File: config.mk
export PLATFORM = sky130hd
export DESIGN_NAME = lcf_filter
export DESIGN_NICKNAME = d
export VERILOG_FILES = /design/src/lcf_pkg.sv /design/src/lcf_busy_timer.sv /design/src/lcf_filter.sv
export VERILOG_INCLUDE_DIRS = /design/src
export SDC_FILE = /design/constraint.sdc
export NUM_CORES = 1
export LEC_CHECK = 0
export BUFFER_PORTS_ARGS = -buffer_cell sky130_fd_sc_hd__buf_2
export CORE_MARGIN = 2
export CORE_UTILIZATION = 47
export CTS_CLUSTER_DIAMETER = 200
export DETAILED_ROUTE_END_ITERATION = 8
export PLACE_DENSITY = 0.74
export SLEW_MARGIN = 20
export SYNTH_ARGS = -nofsm -noshare
export SYNTH_HDL_FRONTEND = slang
export SYNTH_HIERARCHICAL = 1
export SYNTH_SLANG_ARGS = --single-unit
File: constraint.sdc
create_clock -name CLK -period 3.2 [get_ports CLK]
set_input_delay 0.16 -clock CLK [delete_from_list [all_inputs] [get_ports CLK]]
set_output_delay 0.16 -clock CLK [all_outputs]
set_load 0.02 [all_outputs]
File: src/lcf_consts.svh
// constants for the locked-card command filter
// assumes inclusion by the design modules, the checker and the bench
`ifndef LCF_CONSTS_SVH
`define LCF_CONSTS_SVH

// command indices
`define LCF_CMD_READ_SINGLE   6'h11
`define LCF_CMD_READ_MULTI    6'h12
`define LCF_CMD_TUNE_A        6'h13
`define LCF_CMD_TUNE_B        6'h16
`define LCF_CMD_BLOCK_COUNT   6'h17
`define LCF_CMD_WRITE_SINGLE  6'h18
`define LCF_CMD_WRITE_MULTI   6'h19
`define LCF_CMD_SET_BLOCKLEN  6'h10
`define LCF_CMD_EXT_READ_A    6'h30
`define LCF_CMD_EXT_WRITE_A   6'h31
`define LCF_CMD_EXT_READ_B    6'h3a
`define LCF_CMD_EXT_WRITE_B   6'h3b
`define LCF_CMD_LOCK_UNLOCK   6'h2a
`define LCF_CMD_OPT_A         6'h27
`define LCF_ACMD_SEC_A        6'h35
`define LCF_ACMD_SEC_B        6'h36
`define LCF_ACMD_OP_COND      6'h29
`define LCF_ACMD_PULLUP       6'h2a

// lock/unlock parameter nibble (erase, lock, clear, set)
`define LCF_LK_ERASE          4'h8
`define LCF_LK_0011           4'h3
`define LCF_LK_0111           4'h7
`define LCF_LK_0110           4'h6
`define LCF_LK_0010           4'h2
`define LCF_LK_0001           4'h1
`define LCF_LK_0101           4'h5

// extension busy hold: 1 s at 8 ns plus margin
`define LCF_EXT_BUSY_MS       1001
`define LCF_EXT_BUSY_CYC      (`LCF_EXT_BUSY_MS * 125000)

`endif

File: src/lcf_pkg.sv
// types for the locked-card command filter
// assumes lcf_consts.svh sits in the same folder
package lcf_pkg;
	typedef enum logic [2:0] {
		LCF_TGT_USER = 3'h1,
		LCF_TGT_BOOT = 3'h2,
		LCF_TGT_RPU  = 3'h4
	} lcf_target_e;

	typedef enum logic [2:0] {
		LCF_ST_IDLE = 3'h1,
		LCF_ST_BUSY = 3'h2,
		LCF_ST_DONE = 3'h4
	} lcf_busy_e;
endpackage : lcf_pkg

File: src/lcf_busy_timer.sv
// busy hold timer for non-performed extension writes
// assumes one clock, synchronous active-low reset
`timescale 1ns/10ps
`include "lcf_consts.svh"

module lcf_busy_timer #(
	parameter int unsigned HOLD_CYC = `LCF_EXT_BUSY_CYC
) (
	input  wire logic clk,
	input  wire logic resetn,
	input  wire logic start,
	output logic      busy
);
	lcf_pkg::lcf_busy_e state;
	logic [27:0]        count;

	// =====================================================
	// hold sequence
	always_ff @(posedge clk)
	begin
		if (!resetn)
		begin
			state <= lcf_pkg::LCF_ST_IDLE;
			count <= 28'h0;
		end
		else
		begin
			case (state)
				lcf_pkg::LCF_ST_IDLE:
				begin
					if (start)
					begin
						state <= lcf_pkg::LCF_ST_BUSY;
						count <= 28'(HOLD_CYC);
					end
				end
				lcf_pkg::LCF_ST_BUSY:
				begin
					if (count <= 28'h1)
						state <= lcf_pkg::LCF_ST_DONE;
					else
						count <= count - 28'h1;
				end
				lcf_pkg::LCF_ST_DONE:
					state <= lcf_pkg::LCF_ST_IDLE;
				default:
					state <= lcf_pkg::LCF_ST_IDLE;
			endcase
		end
	end

	assign busy = (state == lcf_pkg::LCF_ST_BUSY);
endmodule : lcf_busy_timer

File: src/lcf_filter.sv
// locked-card command filter: judges each command, builds status bits,
// resolves lock/unlock and force-erase outcomes per card type
// assumes command fields are held stable around CMD_VALID by the card's
// command decoder; CARD_CLK_IN is the host bus clock, sampled only
`timescale 1ns/10ps
`include "lcf_consts.svh"

module lcf_filter #(
	parameter bit          NEWER_TYPE      = 1'b1,
	parameter bit          HAS_ERASE_PWD   = 1'b1,
	parameter bit          HAS_SEC_BOOT    = 1'b1,
	parameter bit          HAS_SEC_DATA    = 1'b1,
	parameter bit          STD_CAPACITY    = 1'b0,
	parameter bit          HAS_PROT_CMDS   = 1'b1,
	parameter bit          HAS_TUNING      = 1'b1,
	parameter bit          HAS_BLOCK_COUNT = 1'b1,
	parameter bit          HAS_OPT_CMD     = 1'b1,
	parameter logic [3:0]  SEC_BOOT_FUNC   = 4'h1,
	parameter int unsigned EXT_BUSY_CYC    = `LCF_EXT_BUSY_CYC
) (
	input  wire logic       CLK,
	input  wire logic       RESETN,
	input  wire logic       CARD_CLK_IN,
	input  wire logic       CMD_VALID,
	input  wire logic [5:0] CMD_INDEX,
	input  wire logic       CMD_APP,
	input  wire logic       CMD_ERASE_CLASS,
	input  wire logic       CMD_PROTECT_CLASS,
	input  wire logic       CMD_BASIC_CLASS,
	input  wire logic [2:0] CMD_TARGET,
	input  wire logic [3:0] FUNCTION_NUMBER_FIELD,
	input  wire logic [3:0] LOCK_PARAM,
	input  wire logic       LOCK_ERASE_PWD_UNLOCK,
	input  wire logic       LOCK_SET_ERASE_PWD,
	input  wire logic       LOCK_CLR_ERASE_PWD,
	input  wire logic       LOCKED_IN,
	input  wire logic       REPLAY_AUTH_OK,
	input  wire logic       REPLAY_DISABLED,
	input  wire logic       ERASE_PWD_SET,
	input  wire logic       PERMANENT_PROTECT_BIT,
	input  wire logic       ERASE_DONE,
	output logic            CMD_ACCEPT,
	output logic            CMD_ILLEGAL,
	output logic            EXT_EXECUTE,
	output logic            EXT_SUPPRESS_DATA,
	output logic            EXT_BUSY,
	output logic            LOCKED_STATE_FLAG,
	output logic            RANGE_ERROR_FLAG,
	output logic            ILLEGAL_FLAG,
	output logic            LOCK_ERROR_FLAG,
	output logic            LOCK_EXECUTE,
	output logic [3:0]      LOCK_PARAM_EFF,
	output logic            ERASE_START,
	output logic            SET_PERMANENT_PROTECT,
	output logic            CLEAR_TEMP_PROTECTS,
	output logic            CLEAR_LOCK,
	output logic            WRITE_ERASE_PWD,
	output logic            CLEAR_ERASE_PWD,
	output logic            WRITE_USER_PWD,
	output logic            CLEAR_USER_PWD,
	output logic            CARD_CLK_EDGE
);
	// =====================================================
	// bus clock sampling; stage one feeds only stage two
	logic card_clk_s1;
	logic card_clk_s2;
	logic card_clk_s3;

	always_ff @(posedge CLK)
	begin
		if (!RESETN)
		begin
			card_clk_s1   <= 1'b0;
			card_clk_s2   <= 1'b0;
			card_clk_s3   <= 1'b0;
			CARD_CLK_EDGE <= 1'b0;
		end
		else
		begin
			card_clk_s1   <= CARD_CLK_IN;
			card_clk_s2   <= card_clk_s1;
			card_clk_s3   <= card_clk_s2;
			CARD_CLK_EDGE <= card_clk_s2 & ~card_clk_s3;
		end
	end

	// =====================================================
	// command classification
	logic is_user;
	logic is_boot;
	logic is_rpu;
	logic is_read;
	logic is_tune;
	logic is_write;
	logic is_ext;
	logic is_ext_read;
	logic is_lock_cmd;
	logic sec_fn;
	logic always_ok;
	logic next_accept;

	assign is_user     = (CMD_TARGET == lcf_pkg::LCF_TGT_USER);
	assign is_boot     = (CMD_TARGET == lcf_pkg::LCF_TGT_BOOT);
	assign is_rpu      = (CMD_TARGET == lcf_pkg::LCF_TGT_RPU);
	assign is_read     = !CMD_APP && (CMD_INDEX == `LCF_CMD_READ_SINGLE
		|| CMD_INDEX == `LCF_CMD_READ_MULTI);
	assign is_tune     = !CMD_APP && (CMD_INDEX == `LCF_CMD_TUNE_A
		|| CMD_INDEX == `LCF_CMD_TUNE_B);
	assign is_write    = !CMD_APP && (CMD_INDEX == `LCF_CMD_WRITE_SINGLE
		|| CMD_INDEX == `LCF_CMD_WRITE_MULTI);
	assign is_ext_read = !CMD_APP && (CMD_INDEX == `LCF_CMD_EXT_READ_A
		|| CMD_INDEX == `LCF_CMD_EXT_READ_B);
	assign is_ext      = is_ext_read || (!CMD_APP && (CMD_INDEX == `LCF_CMD_EXT_WRITE_A
		|| CMD_INDEX == `LCF_CMD_EXT_WRITE_B));
	assign is_lock_cmd = !CMD_APP && CMD_INDEX == `LCF_CMD_LOCK_UNLOCK;
	assign sec_fn      = (FUNCTION_NUMBER_FIELD == SEC_BOOT_FUNC);
	// basic class, lock/unlock command, block length, init and pull-up app commands
	assign always_ok   = CMD_BASIC_CLASS || is_lock_cmd
		|| (!CMD_APP && CMD_INDEX == `LCF_CMD_SET_BLOCKLEN)
		|| (CMD_APP && (CMD_INDEX == `LCF_ACMD_OP_COND
		|| CMD_INDEX == `LCF_ACMD_PULLUP));

	always_comb
	begin
		next_accept = 1'b1;
		if (CMD_PROTECT_CLASS)
			next_accept = is_user && !LOCKED_IN && STD_CAPACITY && HAS_PROT_CMDS;
		else if (is_rpu)
			next_accept = !CMD_APP && CMD_INDEX == `LCF_CMD_BLOCK_COUNT;
		else if (is_boot)
		begin
			// lock state plays no part here
			if (is_write || CMD_ERASE_CLASS)
				next_accept = REPLAY_DISABLED || REPLAY_AUTH_OK;
			else if (is_tune)
				next_accept = HAS_TUNING;
			else if (!CMD_APP && CMD_INDEX == `LCF_CMD_BLOCK_COUNT)
				next_accept = HAS_BLOCK_COUNT;
		end
		else if (!LOCKED_IN)
		begin
			if (is_tune)
				next_accept = HAS_TUNING;
			else if (!CMD_APP && CMD_INDEX == `LCF_CMD_BLOCK_COUNT)
				next_accept = HAS_BLOCK_COUNT;
			else if (is_ext)
				next_accept = HAS_SEC_BOOT;
		end
		else
		begin
			if (is_read || is_tune || is_write || CMD_ERASE_CLASS)
				next_accept = 1'b0;
			else if (!CMD_APP && CMD_INDEX == `LCF_CMD_BLOCK_COUNT)
				next_accept = HAS_SEC_DATA;
			else if (is_ext)
				next_accept = HAS_SEC_BOOT;
			else if (!CMD_APP && CMD_INDEX == `LCF_CMD_OPT_A)
				next_accept = HAS_OPT_CMD;
			else if (CMD_APP && (CMD_INDEX == `LCF_ACMD_SEC_A
				|| CMD_INDEX == `LCF_ACMD_SEC_B))
				next_accept = HAS_SEC_DATA;
			else
				next_accept = always_ok;
		end
	end

	// =====================================================
	// lock/unlock parameter resolution
	logic [3:0] next_param;
	logic       next_lock_err;
	logic       force_erase;

	assign force_erase = (LOCK_PARAM == `LCF_LK_ERASE);

	always_comb
	begin
		next_param    = LOCK_PARAM;
		next_lock_err = 1'b0;
		if (LOCK_PARAM == `LCF_LK_0011 || LOCK_PARAM == `LCF_LK_0111
			|| LOCK_PARAM == `LCF_LK_0110)
		begin
			if (NEWER_TYPE)
				next_lock_err = 1'b1;
			else if (LOCK_PARAM == `LCF_LK_0011)
				next_param = `LCF_LK_0001;
			else if (LOCK_PARAM == `LCF_LK_0111)
				next_param = `LCF_LK_0101;
			else
				next_param = `LCF_LK_0010;
		end
		if (NEWER_TYPE && LOCK_PARAM == `LCF_LK_0010 && ERASE_PWD_SET)
			next_lock_err = 1'b1;
		if (LOCK_ERASE_PWD_UNLOCK && !HAS_ERASE_PWD)
			next_lock_err = 1'b1;
		if (HAS_ERASE_PWD && ERASE_PWD_SET
			&& (force_erase || LOCK_PARAM == `LCF_LK_0010))
			next_lock_err = 1'b1;
		if (force_erase && PERMANENT_PROTECT_BIT && NEWER_TYPE)
			next_lock_err = 1'b1;
		if (force_erase && !LOCKED_IN)
			next_lock_err = 1'b1;
	end

	// =====================================================
	// per-command decision and response status
	logic ext_pending;
	logic ext_skip;
	logic busy_start;
	logic busy_active;

	assign ext_skip = next_accept && LOCKED_IN && is_ext && HAS_SEC_BOOT && !sec_fn;

	always_ff @(posedge CLK)
	begin
		if (!RESETN)
		begin
			CMD_ACCEPT        <= 1'b0;
			CMD_ILLEGAL       <= 1'b0;
			EXT_EXECUTE       <= 1'b0;
			EXT_SUPPRESS_DATA <= 1'b0;
			LOCKED_STATE_FLAG <= 1'b0;
			RANGE_ERROR_FLAG  <= 1'b0;
			ILLEGAL_FLAG      <= 1'b0;
			ext_pending       <= 1'b0;
			busy_start        <= 1'b0;
		end
		else
		begin
			busy_start <= 1'b0;
			CMD_ACCEPT <= 1'b0;
			CMD_ILLEGAL <= 1'b0;
			EXT_EXECUTE <= 1'b0;
			EXT_SUPPRESS_DATA <= 1'b0;
			if (CMD_VALID)
			begin
				CMD_ACCEPT  <= next_accept;
				CMD_ILLEGAL <= !next_accept;
				// illegal flag belongs to this command's own response
				ILLEGAL_FLAG <= !next_accept;
				LOCKED_STATE_FLAG <= LOCKED_IN && (next_accept || ext_pending);
				RANGE_ERROR_FLAG  <= ext_pending;
				EXT_EXECUTE <= next_accept && is_ext && (!LOCKED_IN || sec_fn);
				EXT_SUPPRESS_DATA <= ext_skip && is_ext_read;
				busy_start <= ext_skip && !is_ext_read;
				ext_pending <= ext_skip;
			end
		end
	end

	lcf_busy_timer #(
		.HOLD_CYC (EXT_BUSY_CYC)
	) u_busy (
		.clk    (CLK),
		.resetn (RESETN),
		.start  (busy_start),
		.busy   (busy_active)
	);

	always_ff @(posedge CLK)
	begin
		if (!RESETN)
			EXT_BUSY <= 1'b0;
		else
			EXT_BUSY <= busy_active;
	end

	// =====================================================
	// lock/unlock command outcome
	logic erase_running;

	always_ff @(posedge CLK)
	begin
		if (!RESETN)
		begin
			LOCK_ERROR_FLAG       <= 1'b0;
			LOCK_EXECUTE          <= 1'b0;
			LOCK_PARAM_EFF        <= 4'h0;
			ERASE_START           <= 1'b0;
			WRITE_ERASE_PWD       <= 1'b0;
			CLEAR_ERASE_PWD       <= 1'b0;
			WRITE_USER_PWD        <= 1'b0;
			CLEAR_USER_PWD        <= 1'b0;
		end
		else
		begin
			LOCK_EXECUTE    <= 1'b0;
			ERASE_START     <= 1'b0;
			WRITE_ERASE_PWD <= 1'b0;
			CLEAR_ERASE_PWD <= 1'b0;
			WRITE_USER_PWD  <= 1'b0;
			CLEAR_USER_PWD  <= 1'b0;
			if (CMD_VALID && is_lock_cmd)
			begin
				LOCK_ERROR_FLAG <= next_lock_err;
				LOCK_PARAM_EFF  <= next_param;
				// an illegal lock command still reports its status but changes nothing
				if (!next_lock_err && next_accept)
				begin
					LOCK_EXECUTE    <= 1'b1;
					ERASE_START     <= force_erase;
					WRITE_ERASE_PWD <= LOCK_SET_ERASE_PWD && HAS_ERASE_PWD;
					CLEAR_ERASE_PWD <= LOCK_CLR_ERASE_PWD && HAS_ERASE_PWD;
					WRITE_USER_PWD  <= LOCK_SET_ERASE_PWD && !HAS_ERASE_PWD;
					CLEAR_USER_PWD  <= LOCK_CLR_ERASE_PWD && !HAS_ERASE_PWD;
				end
			end
		end
	end

	// protection changes wait for the whole user area to be erased
	always_ff @(posedge CLK)
	begin
		if (!RESETN)
		begin
			erase_running         <= 1'b0;
			SET_PERMANENT_PROTECT <= 1'b0;
			CLEAR_TEMP_PROTECTS   <= 1'b0;
			CLEAR_LOCK            <= 1'b0;
		end
		else
		begin
			SET_PERMANENT_PROTECT <= 1'b0;
			CLEAR_TEMP_PROTECTS   <= 1'b0;
			CLEAR_LOCK            <= 1'b0;
			if (ERASE_START)
				erase_running <= 1'b1;
			else if (erase_running && ERASE_DONE)
			begin
				erase_running         <= 1'b0;
				CLEAR_LOCK            <= 1'b1;
				// earlier type: erase wins and protection becomes permanent when PERMANENT_PROTECT_BIT is set
				SET_PERMANENT_PROTECT <= !NEWER_TYPE && PERMANENT_PROTECT_BIT;
				CLEAR_TEMP_PROTECTS   <= NEWER_TYPE;
			end
		end
	end
endmodule : lcf_filter

* After elaboration in Yosys (flattened, before gate mapping)
Index checks and enable logic that the tools add are counted.
Operators by class: add/subtract/negate cells 1, $lt $le $gt $ge 1, equality and inequality tests 30, multiplexer cells 25, bitwise operators 3, reduce and logical (&&, ||, !) cells 61
Operators with widths (number):
- two-way mux 28 bit | 2
- one-hot mux 28 bit (2 select lines) | 1
- == test 6 bit, second input constant | 9
- == test 6 x 5 -> 1 bit, second input constant | 8
- less-or-equal comparator 28 x 1 -> 1 bit, second input constant | 1
- subtractor 28 x 1 -> 28 bit, second input constant | 1
- logical AND 1 bit | 26
- logical OR 1 bit | 21
- two-way mux 1 bit | 19
- == test 4 x 2 -> 1 bit, second input constant | 2
- == test 4 x 3 -> 1 bit, second input constant | 2
- == test 3 x 2 -> 1 bit, second input constant | 2
- logical NOT 1 bit | 6
- two-way mux 3 bit | 2
- one-hot mux 3 bit (2 select lines) | 1
- AND reduction 2 bit | 3
- AND reduction 3 bit | 2
- == test 4 x 1 -> 1 bit, second input constant | 1
- == test 4 bit, second input constant | 1
- != test 2 bit, second input constant | 2
- nonzero test 2 bit | 2
- == test 3 x 1 -> 1 bit, second input constant | 1
- == test 3 bit, second input constant | 1
- != test 2 x 1 -> 1 bit, second input constant | 1
- other kinds (3) | 4
Word-level totals: register bits after elaboration 56, output and inout port bits 23

* Logic depth before layout (Yosys ltp)
depth in word-level cells 18, mapped depth 8

* Cells and area by module
The synthesis kept the hierarchy.
Modules (own cells, without submodules):
- lcf_busy_timer | instances 1, cells an instance 188, area each 1616.6 um2, seq. area each 620.6 um2
- lcf_filter | instances 1, cells an instance 124, area each 1199.9 um2, seq. area each 500.5 um2

* Worst setup path before layout
Ideal clock, no wire load.
kind register -> register, start reg u_busy.count[19], end reg u_busy.count[6], library setup time 123 ps, arrival time 2490 ps, data required time 3077 ps, setup slack 586 ps, cell stages (with the launch flop) 8, cells stage by stage dfxtp_1 or4_4 or4_1 clkbuf_2 or4_4 a21oi_4 nand2b_1 mux2_1
On the way: longest elaborated chain between the ends 3
RTL lines:
- from (decl) | line lcf_busy_timer.sv:15 | logic [27:0] count;
- from (signal assigned) | line lcf_busy_timer.sv:34 | count <= 28'(HOLD_CYC);
- from (signal assigned) | line lcf_busy_timer.sv:42 | count <= count - 28'h1;
- less-or-equal comparator 28 x 1 -> 1 bit | line lcf_busy_timer.sv:39 | if (count <= 28'h1)
- != test 2 bit (no line)
- AND reduction 3 bit (no line)
No other way between the ends. A chain may end at the register's enable or synchronous reset.

* Final worst setup path
Ends and elaborated chain as after synthesis.

==> flow_summary.toml <==
[die]
floorplan.initialDensity_pct = 48.14
num_io_pins = 57
die_y_um = 81.41
core_mm2 = 0.005851
die_x_um = 81.41
rows = 28
die_area_mm2 = 0.006628

[grt]
grt_pass1_wl_um = 9232
grt_usage_pct = 17.77
grt_max_degree = 37
gr-total-overflow = 0
grt_antenna_before_repair = 0
first_global_vias = 2018

[layout]
antenna_cells = 0
multi_input_area_mm2 = 0.001560
top_register = "u_busy/count"
area_growth_syn_to_layout_pct = 12.84
fin_nets = 390
layout-drive-gt1-share_pct = 21.97
fillerInstances = 523
stdcell_area_mm2 = 0.003178
regArea_mm2 = 0.001121
largest_reg_flops = 28
stdcell_count = 430
top_regs = "u_busy/count (28), LOCK_PARAM_EFF (4), u_busy/state (3)"

[critical_path]
cp_max_fo = 7
start_kind = "flop"
timing.rr.start = "u_busy/count[19]$_SDFFE_PN0P_"
critPathArrivalTime_ns = 2.99
timing.rr.end = "u_busy/count[6]$_SDFFE_PN0P_"
reg2regPathDepth = 6
worstPathRequired_ns = 3.41
worstSetupPathType = "reg -> reg"
end_kind = "flop"
r2r_slack_ns = 0.42

[clock_tree]
h-tree-depth = 2
cts_tree = "built"
post_cts_resized = 0
hold_buffers = 0
clk_pin_slew_worst_paths_ns = 0.11
cts_setup_buffers = 0
clockBufferDepth = 2
cts_root_buffer = "clkbuf_8"
clock-sinks = 56
cts_buffers = 5
clock_latency_ns = 0.32

[sta]
rsz0062_at_grt = "false"
layout_setup_ws_ns = 0.4201
finalSetupTns_ns = 0
timing.final.crit_share_pct = 86.87
skew_ns = 0.008327
slew_headroom_pct = 59.70
fmax_mhz = 359.7
fin_crit_ns = 2.780
setup_violations = 0
finalHoldViolCount = 0
tightest_slew_ns = 0.6031
drv_slew = 0

[placed_design]
io_buffers = 52
placed_area_mm2 = 0.003084
hpwlAfterDp_um = 4042
routabilityCongestion = 0.8780
preCtsSetupSlack_ns = 0.4371
dp.cells = 422

[logic_synthesis]
syn-cell-area_mm2 = 0.002816
avgSynthCellArea_um2 = 9.027
synth-main-ff-cell = "dfxtp_1"
yosysSeqAreaShare_pct = 39.80
syn_inst = 312
postSynth.asyncResetShare_pct = 0
yosysWarnings = 6
synth_edf_count = 0
synth_seq_cells = 56
ys_types = 57

[routing]
drt_iter0_drc = 112
drc_errors = 0
ant_nets = 0
totalWireLength_um = 5623
viasPerCell = 5.470
first_pass_iters = 4
vias = 2352
post_drt_wl_per_cell_um = 13.08

[power_and_ir_drop]
power.share.clock_pct = 33.7
p_int_uw = 902.3
p_per_area_mw_per_mm2 = 380.7
peakVddDrop_v = 0.0002607
seq_power_share_pct = 58.2
power.share.switching_pct = 25.42
switchingPower_uw = 307.5
comb_power_share_pct = 8.1
leakage_nw = 1.305

[hold_path]
hold_path.startpoint = "CARD_CLK_IN"
worstHoldEndpoint = "card_clk_s1$_SDFF_PN0_"
hold_depth = 2
hp-class = "in -> reg"

[flow_run]
cap_violations = 0

[status]
status = "finished, final reports clean"
[worst max-delay path by stage]
| stage | from | slack (ns) | depth (start not counted) | endpoint |
|---|---|---|---|---|
| 2_1_floorplan | u_busy/count[19]$_SDFFE_PN0P_ | 0.59 | 7 | u_busy/count[6]$_SDFFE_PN0P_ |
| 5_1_grt | u_busy/count[19]$_SDFFE_PN0P_ | 0.33 | 6 | u_busy/count[6]$_SDFFE_PN0P_ |
| 3_5_place_dp | u_busy/count[19]$_SDFFE_PN0P_ | 0.44 | 6 | u_busy/count[6]$_SDFFE_PN0P_ |
| 4_1_cts | u_busy/count[19]$_SDFFE_PN0P_ | 0.43 | 6 | u_busy/count[6]$_SDFFE_PN0P_ |
| 6_report | u_busy/count[19]$_SDFFE_PN0P_ | 0.42 | 6 | u_busy/count[6]$_SDFFE_PN0P_ |
| 3_3_place_gp | u_busy/count[19]$_SDFFE_PN0P_ | 0.47 | 6 | u_busy/count[6]$_SDFFE_PN0P_ |
[power by group through the flow]
stage | clock [mW] | sequential [mW] | combinational (mW)
floorplan | 0 | 0.724 | 0.0602
global placement | 0 | 0.719 | 0.0968
detailed placement | 0 | 0.720 | 0.0982
CTS | 0.420 | 0.704 | 0.0985
global route | 0.447 | 0.704 | 0.109
finish | 0.408 | 0.704 | 0.0979
[cell type report]
type | count | area share (%)
Inverter | 7 | 0.8268
Multi-Input combinational cell | 229 | 49.09
Timing Repair Buffer | 55 | 8.898
Clock inverter | 3 | 0.7874
Clock buffer | 5 | 2.165
Tap cell | 75 | 2.953
Sequential cell | 56 | 35.28
[routing by layer]
| metal | wire length [um] | global-route usage [%] | up-vias |
|---|---|---|---|
| met4 | 94 | 7.797 | 0 |
| met2 | 2549 | 28.11 | 66 |
| met1 | 2622 | 22.90 | 1078 |
| met3 | 356 | 4.505 | 9 |
| li1 | - | - | 1199 |
| met5 | 0 | 0 | - |
[layout by cell type, fill, tap and decap left out, types with 5 or more instances in the layout]
cell type	n
nor3_1	11
and2_1	5
xnor2_1	14
o31ai_1	5
a21oi_1	6
o21ai_0	10
a21boi_0	11
clkbuf_8	5
inv_1	7
nor2b_1	10
nand3b_1	7
buf_2	52
or3_1	9
xor2_1	5
mux2i_1	6
nor3b_1	5
nand2_1	14
or4_1	6
nor4_1	15
nor2_1	27
dfxtp_1	56
nand2b_1	8
nand3_1	5
[per-stage QoR]
| stage | utilization, % | total power [mW] | hold slack, ns |
|---|---|---|---|
| 2_1_floorplan | - | 0.7839 | 0.2783 |
| 3_3_place_gp | 52.72 | 0.8161 | 0.3733 |
| 3_5_place_dp | 52.72 | 0.8178 | 0.3722 |
| 4_1_cts | 54.32 | 1.222 | 0.03396 |
| 5_1_grt | 54.32 | 1.260 | 0.04251 |
| 6_report | 54.32 | 1.210 | 0.04345 |
[logic make-up (layout without fill, tap and decap cells)]
| kind of cell | Yosys count | after routing | share of synthesized area, % |
|---|---|---|---|
| adders and majority gates | 2 | 2 | 0.8884 |
| other | 1 | 3 | 0.1331 |
| and+or+nand+nor | 144 | 144 | 31.19 |
| DFF | 56 | 56 | 39.80 |
| buffers and inverters | 29 | 70 | 5.065 |
| AOI/OAI and AO/OA | 54 | 54 | 14.48 |
| xor gates and xnor gates | 19 | 19 | 5.908 |
| muxes | 7 | 7 | 2.532 |
[cell usage after synthesis, drive strengths merged (10+ instances only)]
master   n  area share (%)
nor4    17             4.5
nor2    27             3.6
dfxtp   56              40
nor3    11             2.0
nand2   14             1.9
xnor2   14             4.4
a21boi  11             2.9
clkbuf  14             1.9
or3     10             2.4
nor2b   10             2.2
o21ai   12             2.4
[worst max-delay path, stage by stage (launching register included)]
cell,delay [ns]
dfxtp_1,0.36
or4_4,0.56
or4_1,0.56
or4_4,0.55
a21oi_4,0.21
nand2b_1,0.14
mux2_1,0.31
(Power assumes the default switching activity.)
